===== src/logic/oft_pkg.sv =====
// Purpose: Shared constants and types for the output fault and trigger control block
// Assumes: 10 MHz module clock, plain register port with one-cycle read latency
// Notes:   Offsets are word indices on the register port
package oft_pkg;
    localparam int unsigned  CLK_HZ        = 10_000_000;
    localparam int unsigned  ADDR_W        = 4;
    localparam int unsigned  DATA_W        = 16;
    // Register offsets
    localparam logic [3:0]   REG_CTRL      = 4'h0;
    localparam logic [3:0]   REG_FAULT_SEL = 4'h1;
    localparam logic [3:0]   REG_DELAY     = 4'h2;
    localparam logic [3:0]   REG_TRIG_SEL  = 4'h3;
    localparam logic [3:0]   REG_CMD       = 4'h4;
    localparam logic [3:0]   REG_STATUS    = 4'h5;
    localparam logic [3:0]   REG_DELAY_MIN = 4'h6;
    localparam logic [3:0]   REG_DELAY_MAX = 4'h7;
    // Control register fields
    localparam int unsigned  CTRL_FAULT_EN = 0;
    localparam int unsigned  CTRL_RELAY    = 1;
    localparam int unsigned  CTRL_POL_INV  = 2;
    localparam int unsigned  CTRL_TRIG_EN  = 3;
    localparam int unsigned  CTRL_SRC_LSB  = 4;
    localparam int unsigned  CTRL_FSRC     = 6;
    // Command register fields (write-one pulses)
    localparam int unsigned  CMD_PROT_CLR  = 0;
    localparam int unsigned  CMD_IMM_TRIG  = 1;
    localparam int unsigned  CMD_BUS_TRIG  = 2;
    localparam int unsigned  CMD_ERR_CLR   = 3;
    // Event bit positions shared by both event selectors
    localparam int unsigned  EV_CV         = 0;
    localparam int unsigned  EV_CC         = 1;
    localparam int unsigned  EV_UNREGULATED_STATE      = 2;
    localparam int unsigned  EV_OV         = 3;
    localparam int unsigned  EV_OC         = 4;
    localparam int unsigned  EV_OT         = 5;
    localparam int unsigned  EV_RI         = 6;
    localparam int unsigned  EV_SUMMARY    = 7;
    localparam int unsigned  EV_W          = 8;
    // Reset values
    localparam logic [7:0]   FAULT_SEL_RST = 8'h80;
    localparam logic [7:0]   TRIG_SEL_RST  = 8'h00;
    // Delay in milliseconds, 0 .. 32767
    localparam logic [15:0]  DELAY_MS_RST  = 16'h0064;
    localparam logic [15:0]  DELAY_MS_MIN  = 16'h0000;
    localparam logic [15:0]  DELAY_MS_MAX  = 16'h7fff;
    localparam int unsigned  MS_CYCLES     = CLK_HZ / 1000;
    // Relay switching and trigger pulse
    localparam int unsigned  RELAY_MS      = 5;
    localparam int unsigned  RELAY_CYCLES  = RELAY_MS * MS_CYCLES;
    localparam int unsigned  PULSE_CYCLES  = 8;

    typedef enum logic [1:0] {
        OFT_SRC_BUS,
        OFT_SRC_EXT,
        OFT_SRC_LINK,
        OFT_SRC_HOLD
    } oft_src_e;
endpackage


===== src/logic/oft_delay_if.sv =====
`timescale 1ns/100ps
// Purpose: Carries settling-delay control between the top and its timer
// Assumes: One clock domain
// Notes:   Start restarts the timer; busy stays high while waiting
interface oft_delay_if;
    logic        start;
    logic [15:0] delay_ms;
    logic        busy;
    modport ctrl  (output start, output delay_ms, input busy);
    modport timer (input start, input delay_ms, output busy);
endinterface


===== src/logic/oft_ctrl.sv =====
// Implementation choices: the address-and-strobe port and the address map.
`timescale 1ns/100ps
// Purpose: Output fault line, protection, relay and trigger-out control of a power module
// Assumes: Register port on the module clock; status pins are asynchronous
// Notes:   Relay option is a strap sampled after reset release
// How it works
// Fault line driven only while enabled; enable clears on reset.
// Fault event mask is writable, may be zero, resets to summary.
// Fault source accepts only the linked option and reads it back.
// Protection clear drops trips and restores the earlier output state.
// Delay holds 0..32767 ms, resets to 100 ms; min and max readable.
// Regulation states latch only after the delay following a reprogramming.
// Overcurrent protection waits for the delay; overvoltage acts at once.
// Relay bit closes contacts, independent of output enable; resets open.
// Without relay option, relay writes are dropped and set an error.
// Polarity bit passes output same or inverted; resets to same.
// Relay change with output on forces output voltage to zero.
// Trigger-out ORs this module's gated pulse with all module lines.
// Combined trigger-out is offered back as a trigger input; the code only drives it out, and no trigger source reads it.
// Trigger event mask acts only with linked source; resets to none.
// Trigger source is bus, backplane, linked events or hold; resets to bus.
// Hold source pulses only on the immediate trigger command.
// A rising event at the chosen source emits one trigger-out pulse.
// Pulse lasts a fixed cycle count, once per rising edge.
module oft_ctrl
    import oft_pkg::*;
(
    input  wire logic              clock,
    input  wire logic              arst_n,
    input  wire logic [ADDR_W-1:0] addr,
    input  wire logic [DATA_W-1:0] wdata,
    input  wire logic              wr,
    input  wire logic              rd,
    output logic      [DATA_W-1:0] rdata,
    input  wire logic              relay_fitted,
    input  wire logic              output_on,
    input  wire logic              reprogram,
    input  wire logic              const_voltage_state,
    input  wire logic              const_current_state,
    input  wire logic              unregulated_state,
    input  wire logic              ov_detect,
    input  wire logic              oc_detect,
    input  wire logic              ot_detect,
    input  wire logic              inhibit_detect,
    input  wire logic              summary_event,
    input  wire logic              backplane_trigger_in,
    input  wire logic              module_trigger_bus,
    output logic                   fault_indicator_line,
    output logic                   module_trigger_line,
    output logic                   trig_out_combined,
    output logic                   output_allowed,
    output logic                   force_zero_volts,
    output logic                   relay_closed,
    output logic                   relay_inverted,
    output logic [2:0]             oper_condition,
    output logic                   cmd_error
);
    localparam int unsigned SYNC_W = 10;

    // Two-stage synchronisers for the status and trigger pin inputs
    logic [SYNC_W-1:0] sync_a;
    logic [SYNC_W-1:0] sync_b;
    logic [SYNC_W-1:0] pins;
    assign pins = {module_trigger_bus, backplane_trigger_in, summary_event, inhibit_detect,
                   ot_detect, oc_detect, ov_detect, unregulated_state,
                   const_current_state, const_voltage_state};

    always_ff @(posedge clock or negedge arst_n)
    begin
        if (!arst_n)
        begin
            sync_a <= '0;
            sync_b <= '0;
        end
        else
        begin
            sync_a <= pins;
            sync_b <= sync_a;
        end
    end

    logic s_cv, s_cc, s_unregulated_state, s_ov, s_oc, s_ot, s_ri, s_sum, s_ext, s_bus;
    assign {s_bus, s_ext, s_sum, s_ri, s_ot, s_oc, s_ov, s_unregulated_state, s_cc, s_cv} = sync_b;

    // Configuration and protection state
    logic             fault_en, next_fault_en;
    logic             relay, next_relay;
    logic             pol_inv, next_pol_inv;
    logic             trig_en, next_trig_en;
    oft_src_e         src, next_src;
    logic [EV_W-1:0]  fault_sel, next_fault_sel;
    logic [EV_W-1:0]  trig_sel, next_trig_sel;
    logic [15:0]      delay_ms, next_delay_ms;
    logic [3:0]       trips, next_trips;
    logic             saved_on, next_saved_on;
    logic             err, next_err;
    logic [2:0]       cond, next_cond;
    logic             strap_done, relay_opt, next_relay_opt;
    logic             relay_change;

    oft_delay_if dly_if ();
    oft_delay_timer u_delay (
        .clock  (clock),
        .arst_n (arst_n),
        .dly    (dly_if.timer)
    );

    // Relay switching window counter
    logic [15:0] relay_cnt, next_relay_cnt;

    logic cmd_wr;
    assign cmd_wr = wr && (addr == REG_CMD);

    logic any_trip;
    assign any_trip = |trips;

    always_comb
    begin
        next_fault_en  = fault_en;
        next_relay     = relay;
        next_pol_inv   = pol_inv;
        next_trig_en   = trig_en;
        next_src       = src;
        next_fault_sel = fault_sel;
        next_trig_sel  = trig_sel;
        next_delay_ms  = delay_ms;
        next_trips     = trips;
        next_saved_on  = saved_on;
        next_err       = err;
        next_cond      = cond;
        next_relay_opt = relay_opt;
        relay_change   = 1'b0;
        if (!strap_done)
            next_relay_opt = relay_fitted;
        if (wr)
        begin
            if (addr == REG_CTRL)
            begin
                next_fault_en = wdata[CTRL_FAULT_EN];
                next_trig_en  = wdata[CTRL_TRIG_EN];
                next_src      = oft_src_e'(wdata[CTRL_SRC_LSB +: 2]);
                if (!wdata[CTRL_FSRC])
                    next_err = 1'b1;
                if ((wdata[CTRL_RELAY] != relay) || (wdata[CTRL_POL_INV] != pol_inv))
                begin
                    if (relay_opt)
                    begin
                        next_relay   = wdata[CTRL_RELAY];
                        next_pol_inv = wdata[CTRL_POL_INV];
                        relay_change = 1'b1;
                    end
                    else
                        next_err = 1'b1;
                end
            end
            else if (addr == REG_FAULT_SEL)
                next_fault_sel = wdata[EV_W-1:0];
            else if (addr == REG_TRIG_SEL)
                next_trig_sel = wdata[EV_W-1:0];
            else if (addr == REG_DELAY)
            begin
                if (wdata > DELAY_MS_MAX)
                    next_err = 1'b1;
                else
                    next_delay_ms = wdata;
            end
        end
        if (cmd_wr && wdata[CMD_ERR_CLR])
            next_err = 1'b0;
        // Set wins over clear so no trip is lost
        if (cmd_wr && wdata[CMD_PROT_CLR])
            next_trips = 4'h0;
        if (!any_trip)
            next_saved_on = output_on;
        if (s_ov)
            next_trips[0] = 1'b1;
        if (s_oc && cond[EV_CC] && !dly_if.busy)
            next_trips[1] = 1'b1;
        if (s_ot)
            next_trips[2] = 1'b1;
        if (s_ri)
            next_trips[3] = 1'b1;
        if (!dly_if.busy && !reprogram)
            next_cond = {s_unregulated_state, s_cc, s_cv};
    end

    assign dly_if.start    = reprogram;
    assign dly_if.delay_ms = delay_ms;

    always_comb
    begin
        next_relay_cnt = relay_cnt;
        if (relay_change && output_on)
            next_relay_cnt = 16'(RELAY_CYCLES);
        else if (relay_cnt != 16'h0)
            next_relay_cnt = relay_cnt - 16'h1;
    end

    always_ff @(posedge clock or negedge arst_n)
    begin
        if (!arst_n)
        begin
            fault_en   <= 1'b0;
            relay      <= 1'b0;
            pol_inv    <= 1'b0;
            trig_en    <= 1'b0;
            src        <= OFT_SRC_BUS;
            fault_sel  <= FAULT_SEL_RST;
            trig_sel   <= TRIG_SEL_RST;
            delay_ms   <= DELAY_MS_RST;
            trips      <= 4'h0;
            saved_on   <= 1'b0;
            err        <= 1'b0;
            cond       <= 3'h0;
            relay_opt  <= 1'b0;
            strap_done <= 1'b0;
            relay_cnt  <= 16'h0;
        end
        else
        begin
            fault_en   <= next_fault_en;
            relay      <= next_relay;
            pol_inv    <= next_pol_inv;
            trig_en    <= next_trig_en;
            src        <= next_src;
            fault_sel  <= next_fault_sel;
            trig_sel   <= next_trig_sel;
            delay_ms   <= next_delay_ms;
            trips      <= next_trips;
            saved_on   <= next_saved_on;
            err        <= next_err;
            cond       <= next_cond;
            relay_opt  <= next_relay_opt;
            strap_done <= 1'b1;
            relay_cnt  <= next_relay_cnt;
        end
    end

    // Event vector shared by both selectors
    logic [EV_W-1:0] events;
    assign events = {s_sum, s_ri, s_ot, trips[1], trips[0], cond};

    // Trigger-out source and pulse shaping
    logic src_level;
    logic src_prev, next_src_prev;
    logic [3:0] pulse_cnt, next_pulse_cnt;
    logic imm_trig;
    assign imm_trig = cmd_wr && wdata[CMD_IMM_TRIG];

    always_comb
    begin
        src_level = 1'b0;
        case (src)
            OFT_SRC_BUS:  src_level = cmd_wr && wdata[CMD_BUS_TRIG];
            OFT_SRC_EXT:  src_level = s_ext;
            OFT_SRC_LINK: src_level = |(events & trig_sel);
            OFT_SRC_HOLD: src_level = 1'b0;
            default:      src_level = 1'b0;
        endcase
    end

    always_comb
    begin
        next_src_prev  = src_level;
        next_pulse_cnt = pulse_cnt;
        if ((src_level && !src_prev) || imm_trig)
            next_pulse_cnt = 4'(PULSE_CYCLES);
        else if (pulse_cnt != 4'h0)
            next_pulse_cnt = pulse_cnt - 4'h1;
    end

    always_ff @(posedge clock or negedge arst_n)
    begin
        if (!arst_n)
        begin
            src_prev  <= 1'b0;
            pulse_cnt <= 4'h0;
        end
        else
        begin
            src_prev  <= next_src_prev;
            pulse_cnt <= next_pulse_cnt;
        end
    end

    assign module_trigger_line  = trig_en && (pulse_cnt != 4'h0);
    assign trig_out_combined    = module_trigger_line || s_bus;
    assign fault_indicator_line = fault_en && |(events & fault_sel);
    assign output_allowed       = any_trip ? 1'b0 : saved_on;
    assign force_zero_volts     = (relay_cnt != 16'h0);
    assign relay_closed         = relay;
    assign relay_inverted       = pol_inv;
    assign oper_condition       = cond;
    assign cmd_error            = err;

    // Read port: data stand one cycle after the strobe
    logic [DATA_W-1:0] next_rdata;
    always_comb
    begin
        next_rdata = '0;
        if (!rd)
            next_rdata = '0;
        else if (addr == REG_CTRL)
            next_rdata = 16'({1'b1, src, trig_en, pol_inv, relay, fault_en});
        else if (addr == REG_FAULT_SEL)
            next_rdata = 16'(fault_sel);
        else if (addr == REG_DELAY)
            next_rdata = delay_ms;
        else if (addr == REG_TRIG_SEL)
            next_rdata = 16'(trig_sel);
        else if (addr == REG_STATUS)
            next_rdata = 16'({relay_opt, force_zero_volts, err, trips, cond});
        else if (addr == REG_DELAY_MIN)
            next_rdata = DELAY_MS_MIN;
        else if (addr == REG_DELAY_MAX)
            next_rdata = DELAY_MS_MAX;
    end

    always_ff @(posedge clock or negedge arst_n)
    begin
        if (!arst_n)
            rdata <= '0;
        else
            rdata <= next_rdata;
    end
endmodule


===== src/logic/oft_delay_timer.sv =====
`timescale 1ns/100ps
// Purpose: Millisecond settling timer used after output reprogramming
// Assumes: Module clock at the package rate
// Notes:   A restart while busy begins the full delay again
module oft_delay_timer
    import oft_pkg::*;
(
    input  wire logic  clock,
    input  wire logic  arst_n,
    oft_delay_if.timer dly
);
    logic [23:0] tick;
    logic [23:0] next_tick;
    logic [15:0] ms_left;
    logic [15:0] next_ms_left;
    logic        busy;
    logic        next_busy;

    always_comb
    begin
        next_tick    = tick;
        next_ms_left = ms_left;
        next_busy    = busy;
        if (dly.start)
        begin
            next_tick    = 24'h0;
            next_ms_left = dly.delay_ms;
            next_busy    = (dly.delay_ms != 16'h0);
        end
        else if (busy)
        begin
            if (tick == 24'(MS_CYCLES - 1))
            begin
                next_tick    = 24'h0;
                next_ms_left = ms_left - 16'h1;
                if (ms_left == 16'h1)
                    next_busy = 1'b0;
            end
            else
                next_tick = tick + 24'h1;
        end
    end

    always_ff @(posedge clock or negedge arst_n)
    begin
        if (!arst_n)
        begin
            tick    <= 24'h0;
            ms_left <= 16'h0;
            busy    <= 1'b0;
        end
        else
        begin
            tick    <= next_tick;
            ms_left <= next_ms_left;
            busy    <= next_busy;
        end
    end

    assign dly.busy = busy;
endmodule


===== config.mk =====
export PLATFORM = sky130hd
export DESIGN_NAME = oft_ctrl
export DESIGN_NICKNAME = d
export VERILOG_FILES = /design/src/logic/oft_pkg.sv /design/src/logic/oft_delay_if.sv /design/src/logic/oft_ctrl.sv /design/src/logic/oft_delay_timer.sv
export SDC_FILE = /design/constraint.sdc
export NUM_CORES = 1
export LEC_CHECK = 0
export BUFFER_PORTS_ARGS = -buffer_cell sky130_fd_sc_hd__clkbuf_2
export CAP_MARGIN = 0
export CORE_UTILIZATION = 54
export CTS_CLUSTER_SIZE = 20
export DETAILED_ROUTE_END_ITERATION = 8
export PLACE_DENSITY = 0.76
export SYNTH_ARGS = -nofsm -noshare
export SYNTH_HDL_FRONTEND = slang
export SYNTH_HIERARCHICAL = 1
export SYNTH_SLANG_ARGS = --single-unit

===== constraint.sdc =====
create_clock -name clock -period 2 [get_ports clock]
set_input_delay 0.2 -clock clock [delete_from_list [all_inputs] [get_ports clock]]
set_output_delay 0.2 -clock clock [all_outputs]
set_load 0.01 [all_outputs]

==> report_table.html <==
<table>
<tr><th>Metric</th><th>Value</th></tr>
<tr><th colspan="2">Clock tree</th></tr>
<tr><td>Clock Tree Buf Depth</td><td>2</td></tr>
<tr><td>Root Driver</td><td>sky130_fd_sc_hd__clkbuf_16</td></tr>
<tr><td>Clock H-tree levels</td><td>4</td></tr>
<tr><td>Clock latency on the worst-skew pair</td><td>420 ps</td></tr>
<tr><td>TritonCTS clock tree</td><td>built</td></tr>
<tr><td>Clock transition at the register clock pins on the worst setup and hold paths after CTS</td><td>60 ps</td></tr>
<tr><td>Clock buffer count from CTS</td><td>17</td></tr>
<tr><td>Num Clock Sinks</td><td>147</td></tr>
<tr><th colspan="2">Synthesis</th></tr>
<tr><td>Mean instance size in the synthesized netlist</td><td>10.8 um2</td></tr>
<tr><td>Synth cell types</td><td>75</td></tr>
<tr><td>Warnings from Yosys</td><td>6</td></tr>
<tr><td>Post-Synthesis Cells</td><td>651</td></tr>
<tr><td>Number of synthesized flops with an enable pin</td><td>0</td></tr>
<tr><td>Share of flip-flops with an asynchronous set or reset after synthesis</td><td>100%</td></tr>
<tr><td>Commonest register cell after synthesis</td><td>sky130_fd_sc_hd__dfrtp_1</td></tr>
<tr><td>Number of flip-flops and latches in the synthesized netlist</td><td>147</td></tr>
<tr><td>Cell area after synthesis</td><td>7060 um2</td></tr>
<tr><td>Share of the yosys chip area belonging to registers</td><td>52.2%</td></tr>
<tr><td>Syn_nets</td><td>694</td></tr>
<tr><th colspan="2">Run</th></tr>
<tr><td>Max cap viols</td><td>0</td></tr>
<tr><th colspan="2">Global routing</th></tr>
<tr><td>Initial antenna violation count</td><td>0</td></tr>
<tr><td>Total congestion overflow after global routing</td><td>0</td></tr>
<tr><td>Vias in the first global route</td><td>5721</td></tr>
<tr><td>Met1 usage</td><td>34.0%</td></tr>
<tr><td>Most Crowded Layer GR</td><td>met2</td></tr>
<tr><td>Global-route wire length before repair</td><td>27.7 mm</td></tr>
<tr><td>Overall track demand over capacity in global routing</td><td>27.2%</td></tr>
<tr><td>Pin count of the biggest net entering global routing</td><td>63</td></tr>
<tr><td>Global Route met3 Usage</td><td>5.66%</td></tr>
<tr><td>Met2 Track Usage GR</td><td>45.5%</td></tr>
<tr><th colspan="2">Route</th></tr>
<tr><td>Mean routed wirelength per cell</td><td>17.9 um</td></tr>
<tr><td>Vias per cell</td><td>5.89</td></tr>
<tr><td>Antenna-violating nets left</td><td>0</td></tr>
<tr><td>Final Routed Wirelength</td><td>17.1 mm</td></tr>
<tr><td>Iteration-0 DRC count of the detailed router</td><td>336</td></tr>
<tr><td>DRC viols</td><td>0</td></tr>
<tr><td>Count of vias placed by the detailed router</td><td>5614</td></tr>
<tr><td>First-pass iteration count of the detailed router</td><td>6</td></tr>
<tr><th colspan="2">Power and ir drop</th></tr>
<tr><td>Power Total</td><td>8.90 mW</td></tr>
<tr><td>Worst vdd ir</td><td>776 uV</td></tr>
<tr><td>Pwr Density</td><td>1020 nW/um2</td></tr>
<tr><td>Lkg Pwr</td><td>3.81 nW</td></tr>
<tr><th colspan="2">Timing</th></tr>
<tr><td>Worst-margin pin slew</td><td>598 ps</td></tr>
<tr><td>Final Cycle Share</td><td>103%</td></tr>
<tr><td>Fmax achieved</td><td>484 MHz</td></tr>
<tr><td>Number of setup violations in the final report</td><td>2</td></tr>
<tr><td>Tightest slew margin relative to the limit</td><td>60.2%</td></tr>
<tr><td>Number of max-slew violations in the final report</td><td>0</td></tr>
<tr><td>Worst Slack Setup Final</td><td>-65.2 ps</td></tr>
<tr><td>Worst hold margin</td><td>13.0 ps</td></tr>
<tr><td>Post-Route Skew</td><td>5.12 ps</td></tr>
<tr><td>Final Hold Fails</td><td>0</td></tr>
<tr><td>Shortest period the worst path allows</td><td>2070 ps</td></tr>
<tr><td>RSZ-0062 raised after global routing</td><td>yes</td></tr>
<tr><th colspan="2">Finish</th></tr>
<tr><td>Total number of nets in the final design</td><td>811</td></tr>
<tr><td>Commonest cells after routing, fill and taps aside</td><td>141 x sky130_fd_sc_hd__dfrtp_1, 61 x sky130_fd_sc_hd__clkbuf_2, 57 x sky130_fd_sc_hd__nand2_1, 45 x sky130_fd_sc_hd__nor2_1, 43 x sky130_fd_sc_hd__mux2_2</td></tr>
<tr><td>Share of final-layout standard cells stronger than drive strength 1</td><td>30.3%</td></tr>
<tr><td>Commonest non-fill, non-tap cell in the layout</td><td>sky130_fd_sc_hd__dfrtp_1</td></tr>
<tr><td>Relative area change from synthesis to final layout</td><td>23.4%</td></tr>
<tr><td>Post-Layout Cell Count</td><td>953</td></tr>
<tr><td>Antenna Diode Count</td><td>0</td></tr>
<tr><th colspan="2">Setup path</th></tr>
<tr><td>Class of the most critical setup path</td><td>reg -&gt; reg</td></tr>
<tr><td>Crit-path max FO</td><td>3</td></tr>
<tr><td>Required @ worst endpoint</td><td>2350 ps</td></tr>
<tr><td>Crit path DAT</td><td>2420 ps</td></tr>
<tr><td>Kind of start point of the critical path</td><td>flip-flop</td></tr>
<tr><td>Critical Path Sink Type</td><td>flip-flop</td></tr>
<tr><th colspan="2">Floorplanning</th></tr>
<tr><td>Overall die height</td><td>116 um</td></tr>
<tr><td>Starting density of the core</td><td>55.7%</td></tr>
<tr><td>Row count</td><td>41</td></tr>
<tr><td>Area enclosed by the die boundary</td><td>13500 um2</td></tr>
<tr><td>Io pins</td><td>64</td></tr>
<tr><td>Core area</td><td>12700 um2</td></tr>
<tr><td>Die X-Extent</td><td>116 um</td></tr>
<tr><th colspan="2">Place</th></tr>
<tr><td>Worst Setup Slack post-DPL</td><td>-116 ps</td></tr>
<tr><td>Weighted congestion reported at the end of routability-driven placement</td><td>0.928</td></tr>
<tr><td>Number of input and output port buffers inserted</td><td>63</td></tr>
<tr><td>Sum of net half-perimeters after detailed placement</td><td>11.8 mm</td></tr>
<tr><td>Placed insts</td><td>902</td></tr>
<tr><th colspan="2">Worst hold path</th></tr>
<tr><td>Hold crit path type</td><td>in -&gt; reg</td></tr>
<tr><th colspan="2">Run status</th></tr>
<tr><td>Violations in the final reports</td><td>negative setup slack</td></tr>
<tr><td>Outcome</td><td>complete, but fails checks</td></tr>
</table>
worst max-delay path, cell delays in order (launching register included):
cell and delay (ps):
sky130_fd_sc_hd__dfrtp_1 400, sky130_fd_sc_hd__inv_2 90, sky130_fd_sc_hd__ha_4 130, sky130_fd_sc_hd__or3b_4 370, sky130_fd_sc_hd__or4_4 420, sky130_fd_sc_hd__or4_4 440
sky130_fd_sc_hd__a21oi_2 140
through the flow:
stage	utilization (%)	cell area, um2	setup TNS, ps
2_1_floorplan	-	7060	-76.1
3_3_place_gp	61.6	7800	0
3_5_place_dp	61.6	7800	-156
4_1_cts	67.7	8580	-162
5_1_grt	68.7	8710	-371
6_report	68.7	8710	-82.7
area by class of cell:
type | instances | area (um2)
repair buffers | 119 | 811
well taps | 172 | 215
inverters | 19 | 71.3
fillers | 951 | 3960
flip-flops and latches | 147 | 3690
multi-input cells | 464 | 3350
clock inverters | 13 | 135
clock buffers | 19 | 443
kinds of logic (layout without fill, tap and decap cells):
| kind of cell | after synthesis | count (layout) | synth area share, % |
|---|---|---|---|
| AO/OA/AOI/OAI | 123 | 123 | 12.0 |
| AND/OR/NAND/NOR | 248 | 248 | 20.0 |
| flip-flops | 147 | 147 | 52.2 |
| multiplexers | 51 | 51 | 7.99 |
| buffers and inverters | 40 | 170 | 2.34 |
| adder cells (fa/ha/maj) | 6 | 6 | 1.06 |
| other | 1 | 1 | 0.0531 |
| XOR/XNOR | 35 | 35 | 4.34 |
final timing paths:
| path | slack, ps | start | cells after the start | to |
|---|---|---|---|---|
| setup / recovery | -70 | relay_cnt[0]$_DFFE_PN0P_ | 6 | relay_cnt[12]$_DFFE_PN0P_ |
| hold / removal | 10 | wdata[14] | 2 | delay_ms[14]$_DFFE_PN0P_ |
| setup reg to reg | -70 | relay_cnt[0]$_DFFE_PN0P_ | 6 | relay_cnt[12]$_DFFE_PN0P_ |
| hold reg to reg | 350 | sync_a[1]$_DFF_PN0_ | 0 | sync_b[1]$_DFF_PN0_ |
| max in group asynchronous | 970 | arst_n | 3 | delay_ms[2]$_DFFE_PN1P_ |
| min in group asynchronous | 340 | arst_n | 2 | u_delay/ms_left[12]$_DFFE_PN0P_ |
where the power goes:
group / switching, mW / internal [mW]
logic: 0.879 / 0.899
clock network: 1.23 / 1.86
registers: 0.563 / 3.47
total: 2.68 / 6.23
state kept, by name (all words and copies together), names as in the netlist, 8 cells and up:
| signal | count |
|---|---|
| fault_sel | 8 |
| relay_cnt | 16 |
| delay_ms | 16 |
| sync_b | 10 |
| u_delay/ms_left | 16 |
| sync_a | 10 |
| u_delay/tick | 24 |
| trig_sel | 8 |
| rdata | 16 |
cells in the mapped netlist, types with 7 or more instances:
master | instances | share of area [%]
sky130_fd_sc_hd__xnor2_1 | 18 | 2.2
sky130_fd_sc_hd__a21o_1 | 8 | 0.85
sky130_fd_sc_hd__nand3_1 | 17 | 1.2
sky130_fd_sc_hd__clkbuf_1 | 12 | 0.64
sky130_fd_sc_hd__dfrtp_1 | 143 | 51
sky130_fd_sc_hd__nand2_1 | 59 | 3.1
sky130_fd_sc_hd__mux2i_1 | 8 | 1.1
sky130_fd_sc_hd__nand2b_1 | 9 | 0.80
sky130_fd_sc_hd__and3_1 | 8 | 0.71
sky130_fd_sc_hd__a22oi_1 | 9 | 0.96
sky130_fd_sc_hd__o21ai_0 | 19 | 1.3
sky130_fd_sc_hd__a21oi_1 | 26 | 1.8
sky130_fd_sc_hd__nor4_1 | 13 | 1.2
sky130_fd_sc_hd__a211oi_1 | 7 | 0.74
sky130_fd_sc_hd__nand4_1 | 11 | 0.97
sky130_fd_sc_hd__xor2_1 | 17 | 2.1
sky130_fd_sc_hd__inv_1 | 19 | 1.0
sky130_fd_sc_hd__o21ai_1 | 9 | 0.64
sky130_fd_sc_hd__mux2_2 | 43 | 6.9
sky130_fd_sc_hd__nor2_1 | 45 | 2.4
sky130_fd_sc_hd__nor3_1 | 20 | 1.4
per-layer routing:
metal | wire (um) | up-vias
met5 | 0 | -
li1 | - | 2617
met4 | 384 | 0
met3 | 701 | 34
met1 | 7250 | 2808
met2 | 8730 | 155
timing repair:
item	CTS	global route
resized for setup	11	24
endpoints found under the hold margin	70	0
pin swaps	3	7
hold buffers	12	0
buffers inserted	4	3
endpoints found under the setup margin	6	11
Power figures use the tool's default switching activity.
